[config.mk]
export PLATFORM = sky130hd
export DESIGN_NAME = usdp_data_port
export DESIGN_NICKNAME = d
export VERILOG_FILES = /design/src/hdl/usdp_pkg.sv /design/src/hdl/usdp_data_port.sv /design/src/hdl/usdp_fifo.sv
export SDC_FILE = /design/constraint.sdc
export NUM_CORES = 1
export LEC_CHECK = 0
export BUFFER_PORTS_ARGS = -buffer_cell sky130_fd_sc_hd__buf_2
export CAP_MARGIN = 20
export CORE_MARGIN = 2
export CORE_UTILIZATION = 25
export CTS_BUF_LIST = sky130_fd_sc_hd__clkbuf_2 sky130_fd_sc_hd__clkbuf_4 sky130_fd_sc_hd__clkbuf_8
export DETAILED_ROUTE_END_ITERATION = 12
export SYNTH_ARGS = -nofsm -noshare
export SYNTH_HDL_FRONTEND = slang
export SYNTH_SLANG_ARGS = --single-unit
export TNS_END_PERCENT = 10
[constraint.sdc]
create_clock -name i_clk_sys -period 3.73 [get_ports i_clk_sys]
set_input_delay 0.5595 -clock i_clk_sys [delete_from_list [all_inputs] [get_ports i_clk_sys]]
set_output_delay 0.5595 -clock i_clk_sys [all_outputs]
set_load 0.03 [all_outputs]
[src/hdl/usdp_pkg.sv]
// usdp_pkg: constants shared by the shadow data port and its fifo
package usdp_pkg;
   // ---------------------------------------------------------------
   // register map (byte addresses on the apb bus)
   // ---------------------------------------------------------------
   localparam logic [31:0] USDP_ALIAS_BASE  = 32'h50001030; // alias 0
   localparam logic [31:0] USDP_ALIAS_8     = 32'h50001050;
   localparam logic [31:0] USDP_ALIAS_9     = 32'h50001054;
   localparam logic [31:0] USDP_ALIAS_LAST  = 32'h5000106C; // alias 15
   localparam logic [31:0] USDP_CTRL_ADDR   = 32'h50001070;
   localparam logic [31:0] USDP_STAT_ADDR   = 32'h50001074;

   // ---------------------------------------------------------------
   // field positions
   // ---------------------------------------------------------------
   localparam int USDP_CTRL_FIFO_EN = 0;
   localparam int USDP_CTRL_IR_MODE = 1;
   localparam int USDP_STAT_RX_RDY  = 0;
   localparam int USDP_STAT_OVERRUN = 1;
   localparam int USDP_STAT_TX_EMPTY = 5;
   localparam int USDP_STAT_TX_FULL = 6;

   // ---------------------------------------------------------------
   // sizes and reset values
   // ---------------------------------------------------------------
   localparam int         USDP_CHAR_W     = 8;
   localparam int         USDP_FIFO_DEPTH = 16;
   localparam logic [7:0] USDP_CHAR_RST   = 8'h00;
   localparam logic [31:0] USDP_WORD_RST  = 32'h00000000;
   localparam logic       USDP_FIFO_EN_RST = 1'b0;
   localparam logic       USDP_IR_MODE_RST = 1'b0;

   // apb access phase: one wait cycle, then the answer
   typedef enum logic [1:0] {
      USDP_APB_CAPTURE = 2'b01,
      USDP_APB_ANSWER  = 2'b10
   } usdp_apb_phase_t;
endpackage : usdp_pkg

[src/hdl/usdp_data_port.sv]
// usdp_data_port: uart shadow receive/transmit data port behind apb
// How it works
// - sixteen word aliases all reach one data path
// - read returns char from serial or infrared
// - no fifo: new char overwrites, flags overrun
// - fifo mode: read returns receive fifo head
// - full receive fifo drops new char, overrun
// - written char goes to serial or infrared
// - no fifo: one write clears holding empty
// - no fifo: extra writes overwrite pending char
// - fifo mode: sixteen in the fifo plus one in the output stage before full
// - write to full transmit fifo is dropped
`timescale 1ns/1ps
module usdp_data_port
   import usdp_pkg::*;
(
   // clock and reset
   input  wire logic        i_clk_sys,
   input  wire logic        i_sys_rst,
   // apb slave
   input  wire logic        i_psel,
   input  wire logic        i_penable,
   input  wire logic        i_pwrite,
   input  wire logic [31:0] i_paddr,
   input  wire logic [31:0] i_pwdata,
   output logic             o_pready,
   output logic [31:0]      o_prdata,
   output logic             o_pslverr,
   // received characters from the deserialisers
   input  wire logic        i_rx_uart_valid,
   input  wire logic [7:0]  i_rx_uart_char,
   input  wire logic        i_rx_ir_valid,
   input  wire logic [7:0]  i_rx_ir_char,
   // characters to the serialisers
   output logic             o_tx_uart_valid,
   output logic             o_tx_ir_valid,
   output logic [7:0]       o_tx_char,
   output logic [7:0]       o_tx_ir_char_n,
   input  wire logic        i_tx_ready,
   // flags toward the rest of the uart
   output logic             o_rx_data_ready,
   output logic             o_tx_holding_empty,
   output logic             o_overrun,
   output logic             o_fifo_enable,
   output logic             o_ir_mode
);
   // ---------------------------------------------------------------
   // state
   // ---------------------------------------------------------------
   typedef struct packed {
      usdp_apb_phase_t phase;
      logic            fifo_en;
      logic            ir_mode;
      logic [31:0]     rdata;
      logic            rd_had;    // captured read saw a valid char
      logic [7:0]      rx_buffer;
      logic            rx_full;
      logic            overrun;
      logic [7:0]      tx_holding;
      logic            tx_full;
      logic [7:0]      tx_char;
      logic            tx_valid;
   } usdp_state_t;

   usdp_state_t st;
   usdp_state_t next_st;

   // address decode shared by capture and completion
   function automatic logic usdp_is_alias(input logic [31:0] a);
      return (a >= USDP_ALIAS_BASE) && (a <= USDP_ALIAS_LAST) && (a[1:0] == 2'b00);
   endfunction : usdp_is_alias

   function automatic logic usdp_is_mapped(input logic [31:0] a);
      return usdp_is_alias(a) || (a == USDP_CTRL_ADDR) || (a == USDP_STAT_ADDR);
   endfunction : usdp_is_mapped

   // ---------------------------------------------------------------
   // fifo wiring
   // ---------------------------------------------------------------
   logic       rxf_wr_valid;
   logic       rxf_wr_ready;
   logic       rxf_rd_valid;
   logic [7:0] rxf_rd_data;
   logic       rxf_rd_ready;
   logic       txf_wr_valid;
   logic       txf_wr_ready;
   logic       txf_rd_valid;
   logic [7:0] txf_rd_data;
   logic       txf_rd_ready;
   logic       flush;

   // ---------------------------------------------------------------
   // bus decode
   // ---------------------------------------------------------------
   logic       access;
   logic       done;
   logic       wr_alias;
   logic       rd_alias;
   logic       rd_stat;
   logic       wr_ctrl;
   logic       rx_valid;
   logic [7:0] rx_char;
   logic       rx_ready_now;
   logic       tx_empty_now;
   logic       tx_take;
   logic       tx_src_valid;
   logic [7:0] tx_src_char;

   assign access   = i_psel && i_penable;
   assign o_pready = access && (st.phase == USDP_APB_ANSWER);
   assign done     = o_pready;
   assign wr_alias = done && i_pwrite && usdp_is_alias(i_paddr);
   assign rd_alias = done && !i_pwrite && usdp_is_alias(i_paddr) && st.rd_had;
   assign rd_stat  = done && !i_pwrite && (i_paddr == USDP_STAT_ADDR);
   assign wr_ctrl  = done && i_pwrite && (i_paddr == USDP_CTRL_ADDR);
   assign o_pslverr = done && !usdp_is_mapped(i_paddr);
   assign o_prdata  = st.rdata;

   // switching fifo mode empties both paths, as software expects
   assign flush = wr_ctrl && (i_pwdata[USDP_CTRL_FIFO_EN] != st.fifo_en);

   // ---------------------------------------------------------------
   // receive side
   // ---------------------------------------------------------------
   // the selected deserialiser alone feeds the buffer
   assign rx_valid = st.ir_mode ? i_rx_ir_valid : i_rx_uart_valid;
   assign rx_char  = st.ir_mode ? i_rx_ir_char : i_rx_uart_char;

   assign rxf_wr_valid = st.fifo_en && rx_valid;
   assign rxf_rd_ready = st.fifo_en && rd_alias;
   assign rx_ready_now = st.fifo_en ? rxf_rd_valid : st.rx_full;

   // ---------------------------------------------------------------
   // transmit side
   // ---------------------------------------------------------------
   // a write to a full fifo is simply not pushed
   assign txf_wr_valid = st.fifo_en && wr_alias;
   assign tx_empty_now = st.fifo_en ? !txf_rd_valid : !st.tx_full;
   assign tx_src_valid = st.fifo_en ? txf_rd_valid : st.tx_full;
   assign tx_src_char  = st.fifo_en ? txf_rd_data : st.tx_holding;
   // output stage is one register deep so the char leaves from a flop
   assign tx_take      = tx_src_valid && (!st.tx_valid || i_tx_ready);
   assign txf_rd_ready = st.fifo_en && tx_take;

   // routed by mode; the infrared copy is active low
   assign o_tx_uart_valid = st.tx_valid && !st.ir_mode;
   assign o_tx_ir_valid   = st.tx_valid && st.ir_mode;
   assign o_tx_char       = st.tx_char;
   assign o_tx_ir_char_n  = ~st.tx_char;

   // flags
   assign o_rx_data_ready    = rx_ready_now;
   assign o_tx_holding_empty = tx_empty_now;
   assign o_overrun          = st.overrun;
   assign o_fifo_enable      = st.fifo_en;
   assign o_ir_mode          = st.ir_mode;

   // ---------------------------------------------------------------
   // next state
   // ---------------------------------------------------------------
   always_comb begin
      next_st = st;
      // apb phase: capture read data, then answer one cycle later
      case (st.phase)
         USDP_APB_CAPTURE: begin
            if (access) begin
               next_st.phase  = USDP_APB_ANSWER;
               next_st.rdata  = USDP_WORD_RST;
               next_st.rd_had = 1'b0;
               if (!i_pwrite && usdp_is_alias(i_paddr)) begin
                  next_st.rd_had = rx_ready_now;
                  if (st.fifo_en) begin
                     next_st.rdata[7:0] = rxf_rd_data;
                  end else begin
                     next_st.rdata[7:0] = st.rx_buffer;
                  end
               end else if (!i_pwrite && i_paddr == USDP_CTRL_ADDR) begin
                  next_st.rdata[USDP_CTRL_FIFO_EN] = st.fifo_en;
                  next_st.rdata[USDP_CTRL_IR_MODE] = st.ir_mode;
               end else if (!i_pwrite && i_paddr == USDP_STAT_ADDR) begin
                  next_st.rdata[USDP_STAT_RX_RDY]   = rx_ready_now;
                  next_st.rdata[USDP_STAT_OVERRUN]  = st.overrun;
                  next_st.rdata[USDP_STAT_TX_EMPTY] = tx_empty_now;
                  next_st.rdata[USDP_STAT_TX_FULL]  = st.fifo_en && !txf_wr_ready;
               end
            end
         end
         USDP_APB_ANSWER: begin
            next_st.phase = USDP_APB_CAPTURE;
         end
         default: begin
            next_st.phase = USDP_APB_CAPTURE;
         end
      endcase

      // control register write
      if (wr_ctrl) begin
         next_st.fifo_en = i_pwdata[USDP_CTRL_FIFO_EN];
         next_st.ir_mode = i_pwdata[USDP_CTRL_IR_MODE];
      end

      // receive buffer without fifo: a read frees it unless a char lands now
      if (!st.fifo_en && rd_alias) begin
         next_st.rx_full = 1'b0;
      end
      if (!st.fifo_en && rx_valid) begin
         next_st.rx_buffer = rx_char;
         next_st.rx_full   = 1'b1;
      end

      // overrun clears on a status read, but a new overrun wins
      if (rd_stat) begin
         next_st.overrun = 1'b0;
      end
      if (!st.fifo_en && rx_valid && st.rx_full && !rd_alias) begin
         next_st.overrun = 1'b1;
      end
      if (st.fifo_en && rx_valid && !rxf_wr_ready) begin
         next_st.overrun = 1'b1;
      end

      // holding register without fifo: drain first so a write wins
      if (!st.fifo_en && tx_take) begin
         next_st.tx_full = 1'b0;
      end
      if (!st.fifo_en && wr_alias) begin
         next_st.tx_holding = i_pwdata[7:0];
         next_st.tx_full    = 1'b1;
      end

      // output stage
      if (st.tx_valid && i_tx_ready) begin
         next_st.tx_valid = 1'b0;
      end
      if (tx_take) begin
         next_st.tx_valid = 1'b1;
         next_st.tx_char  = tx_src_char;
      end

      // fifo mode change drops every pending character
      if (flush) begin
         next_st.rx_full  = 1'b0;
         next_st.tx_full  = 1'b0;
         next_st.tx_valid = 1'b0;
      end
   end

   // ---------------------------------------------------------------
   // state register
   // ---------------------------------------------------------------
   always_ff @(posedge i_clk_sys) begin
      if (i_sys_rst) begin
         st            <= '0;
         st.phase      <= USDP_APB_CAPTURE;
         st.fifo_en    <= USDP_FIFO_EN_RST;
         st.ir_mode    <= USDP_IR_MODE_RST;
         st.rx_buffer  <= USDP_CHAR_RST;
         st.tx_holding <= USDP_CHAR_RST;
      end else begin
         st <= next_st;
      end
   end

   // ---------------------------------------------------------------
   // fifos
   // ---------------------------------------------------------------
   // receive fifo: a full fifo keeps its contents
   usdp_fifo #(
      .W (USDP_CHAR_W),
      .D (USDP_FIFO_DEPTH)
   ) u_rx_fifo (
      .i_clk_sys  (i_clk_sys),
      .i_sys_rst  (i_sys_rst),
      .i_flush    (flush),
      .i_wr_valid (rxf_wr_valid),
      .i_wr_data  (rx_char),
      .o_wr_ready (rxf_wr_ready),
      .o_rd_valid (rxf_rd_valid),
      .o_rd_data  (rxf_rd_data),
      .i_rd_ready (rxf_rd_ready)
   );

   // transmit fifo: sixteen deep, back-pressure from the serialiser
   usdp_fifo #(
      .W (USDP_CHAR_W),
      .D (USDP_FIFO_DEPTH)
   ) u_tx_fifo (
      .i_clk_sys  (i_clk_sys),
      .i_sys_rst  (i_sys_rst),
      .i_flush    (flush),
      .i_wr_valid (txf_wr_valid),
      .i_wr_data  (i_pwdata[7:0]),
      .o_wr_ready (txf_wr_ready),
      .o_rd_valid (txf_rd_valid),
      .o_rd_data  (txf_rd_data),
      .i_rd_ready (txf_rd_ready)
   );
endmodule : usdp_data_port

[src/hdl/usdp_fifo.sv]
// usdp_fifo: parameterised first-word-fall-through fifo, head in a register
`timescale 1ns/1ps
module usdp_fifo #(
   parameter int W = 8,
   parameter int D = 16
) (
   // clock and reset
   input  wire logic         i_clk_sys,
   input  wire logic         i_sys_rst,
   input  wire logic         i_flush,
   // write side
   input  wire logic         i_wr_valid,
   input  wire logic [W-1:0] i_wr_data,
   output logic              o_wr_ready,
   // read side
   output logic              o_rd_valid,
   output logic [W-1:0]      o_rd_data,
   input  wire logic         i_rd_ready
);
   localparam int AW = $clog2(D);
   localparam logic [AW:0] FULL_CNT = (AW+1)'(D);

   typedef struct packed {
      logic [D-1:0][W-1:0] mem;
      logic [AW-1:0]       wr;
      logic [AW-1:0]       rd;
      logic [AW:0]         cnt;
      logic [W-1:0]        head;
   } usdp_fifo_state_t;

   usdp_fifo_state_t st;
   usdp_fifo_state_t next_st;
   logic             push;
   logic             pop;

   // handshakes come straight from the count
   assign o_wr_ready = (st.cnt != FULL_CNT);
   assign o_rd_valid = (st.cnt != '0);
   assign o_rd_data  = st.head;
   assign push       = i_wr_valid && o_wr_ready;
   assign pop        = i_rd_ready && o_rd_valid;

   // head register always mirrors the oldest entry
   always_comb begin
      next_st = st;
      if (push) begin
         next_st.mem[st.wr] = i_wr_data;
         next_st.wr         = st.wr + 1'b1;
      end
      if (pop) begin
         next_st.rd = st.rd + 1'b1;
      end
      if (pop && st.cnt > 1) begin
         next_st.head = st.mem[st.rd + 1'b1];
      end else if (push && (st.cnt == '0 || (pop && st.cnt == 1))) begin
         next_st.head = i_wr_data;
      end
      next_st.cnt = st.cnt + (AW+1)'(push) - (AW+1)'(pop);
      if (i_flush) begin
         next_st.wr  = '0;
         next_st.rd  = '0;
         next_st.cnt = '0;
      end
   end

   // reset clears the contents and head as well as the pointers
   always_ff @(posedge i_clk_sys) begin
      if (i_sys_rst) begin
         st <= '0;
      end else begin
         st <= next_st;
      end
   end
endmodule : usdp_fifo

==> results.cfg <==
[power_and_ir_drop]
vdd_drop_max_mv = 0.212
cellPowerDensity_nw_per_um2 = 409
p_leak_uw = 0.00687

[timing]
rsz0062_at_grt = no
clock_skew_ns = 0.0280
max-slew-margin-rel_pct = 33.8
setup_ws_ns = 0.624
worst_slew_pin_slew_ns = 0.993
finalSetupViolCount = 0
finalCritPeriodShare_pct = 83.3
period_minus_slack_ns = 3.11
fin_hold_ws_ns = 0.197
finalHoldViolCount = 0
fin_tns_setup_ns = 0
max_freq_mhz = 322
drv_slew = 0

[routing]
drc = 0
drtIter0Drc = 567
wl_per_cell_um = 16.3
vias = 11766
first_pass_iters = 5
ant_nets = 0
avgViaCountPerCell = 4.66
wirelength_um = 41200

[clock_network]
post_cts_buffers = 0
clkTransAtPathRegs_ns = 0.06
cts_tree = built
clk_latency_ns = 0.65
cts_resized = 0
clockBufferDepth = 3
htreeDepth = 2
cts_sinks = 339
root_buffer = clkbuf_8
numCtsBuffers = 56
holdBufCountCts = 0

[logic_synthesis]
synth_area_leaders = dfxtp_1 (44%), mux2i_1 (11%), mux4_2 (10%)
async_flop_share_pct = 0
yosysWarnings = 0
synth.avg_cell_area_um2 = 9.97
synth.largest_area_cell = dfxtp_1
synthesis.area_um2 = 15600
synth.top_cell.area_share_pct = 43.5
synth-edff-count = 0
ys_types = 64
yosysSeqAreaShare_pct = 43.5
postSynthCellCount = 1565
synth_ff_type = dfxtp_1
synth-seq-cells = 339

[floorplanning]
die-area_um2 = 64400
coreArea_um2 = 61700
ios = 145
die_x_um = 254
start_util_pct = 25.3
rows = 91
die_h_um = 254

[run_status]
status = complete, no violations

[worst_setup_path]
cp-start-kind = flip-flop
r2r_start = u_tx_fifo.st[10]$_SDFF_PP0_
cp-end-kind = output port
crit_start = u_rx_fifo.st[10]$_SDFF_PP0_
crit_required_ns = 3.17
arrival_ns = 2.55
cp_max_fo = 3
critPathKind = flip-flop to output port

[place]
post-place-ws_ns = 0.171
place_hpwl_um = 28500
gp_congestion = 0.787
portBuffers = 96

[finish]
syn_to_final_growth_pct = 16.9
drive_gt1_share_pct = 21.8
fillers = 6386
final_cell_mix = dfxtp_1 (338), nor2_1 (208), mux2i_1 (168)
fin_nets = 1759
multiInputGateArea_um2 = 7960
regArea_um2 = 6790
final_common_cell = dfxtp_1
final_util_pct = 29.5

[run]
maxCapViolCount = 0

[worst_hold_path]
hp-start = i_pwdata[5]
hp-class = input port to flip-flop

[grt]
grt_max_degree = 87
grt_pass1_wl_um = 64800
grt_pass1_vias = 11785
grtUsageTotal_pct = 12.7
grt_overflow = 0
antenna_found_initial = 6
-- critical path, stage by stage (launching register included) --
cell and delay, ns:
dfxtp_1 0.35, inv_1 0.08, ha_1 0.20, nor3b_1 0.16, and2_1 0.21, a21oi_1 0.59, buf_2 0.32
-- state kept, by name, summed over array words and instances (netlist names) --
register and count:
u_rx_fifo.o_rd_data 8, o_ir_mode 1, o_overrun 1, st 22, u_tx_fifo.st 141, o_prdata 8
u_rx_fifo.st 141, u_tx_fifo.o_rd_data 8, o_tx_char 8, o_fifo_enable 1
-- kinds of logic (layout without fill, tap and decap cells) --
| family | Yosys count | after routing | synth area share (%) |
|---|---|---|---|
| AOI/OAI and AO/OA | 238 | 238 | 10.7 |
| xor gates and xnor gates | 20 | 20 | 1.12 |
| adders and majority gates | 28 | 28 | 2.34 |
| buffers and inverters | 212 | 312 | 6.31 |
| DFF | 339 | 339 | 43.5 |
| muxes | 256 | 256 | 22.3 |
| other | 1 | 26 | 0.0240 |
| and+or+nand+nor | 471 | 471 | 13.7 |
-- routing by layer --
metal  wire (µm)  part of all wire [%]  GRT usage, %  up-vias
met5          41                  0.10             0        -
met4        1280                   3.1          4.62        6
met3        2020                   4.9          2.58       88
met2       19500                    47          21.3      266
met1       18300                    45          16.1     5723
li1            -                     -             -     5683
-- per-stage QoR --
step,power [µW],area [µm²],instances
after floorplan,3910,15700,1588
after global placement,3990,16900,2416
after detailed placement,4000,16900,2417
after CTS,7530,18200,2520
after global routing,7710,18200,2526
final,7470,18200,2527
-- final timing paths --
path / endpoint / slack (ns) / cells past startpoint
hold reg to reg: o_prdata[7]$_SDFFE_PP0P_ / 0.45 / 2
setup / recovery: o_rx_data_ready / 0.62 / 6
setup reg to reg: u_tx_fifo.st[12]$_SDFF_PP0_ / 0.71 / 13
hold / removal: st[15]$_SDFFE_PP0P_ / 0.20 / 3
-- Yosys cell counts (2+ instances only) --
master,instances
a31oi_1,4
and4_1,2
or3_1,4
dfxtp_1,339
nand2b_1,9
a22oi_1,2
nor4_4,4
nor3_1,6
buf_2,10
nor2_1,208
nand2_1,160
buf_1,10
xnor2_1,15
and2_1,3
nor4_1,6
inv_1,49
a211oi_1,153
and3_1,2
nor4b_1,2
xor2_1,5
o221ai_1,7
or4_1,15
a21oi_1,37
a32oi_1,3
mux4_2,72
clkbuf_1,96
fa_1,2
mux2_2,9
o21ai_0,19
buf_4,45
nand3_1,24
nand3b_1,2
ha_1,26
nor2b_1,10
mux2i_1,175
nand4b_1,2
-- layout make-up --
| cell class | count | share of cell area [%] |
|---|---|---|
| multi-input combinational | 1037 | 43.7 |
| sequential | 339 | 37.2 |
| clock buffer | 96 | 6.39 |
| tap | 837 | 5.74 |
| timing repair buffer | 159 | 5.52 |
| inverter | 50 | 1.04 |
| clock inverter | 7 | 0.398 |
| antenna | 2 | 0.0274 |
-- where the power goes --
part | leakage [µW] | switching, µW | internal, µW
Combinational | 0.00347 | 214 | 74.4
Sequential | 0.00273 | 7.90 | 3630
Clock | 0.000667 | 1510 | 2030
Total | 0.00687 | 1730 | 5740
Power figures use the tool's default switching activity.
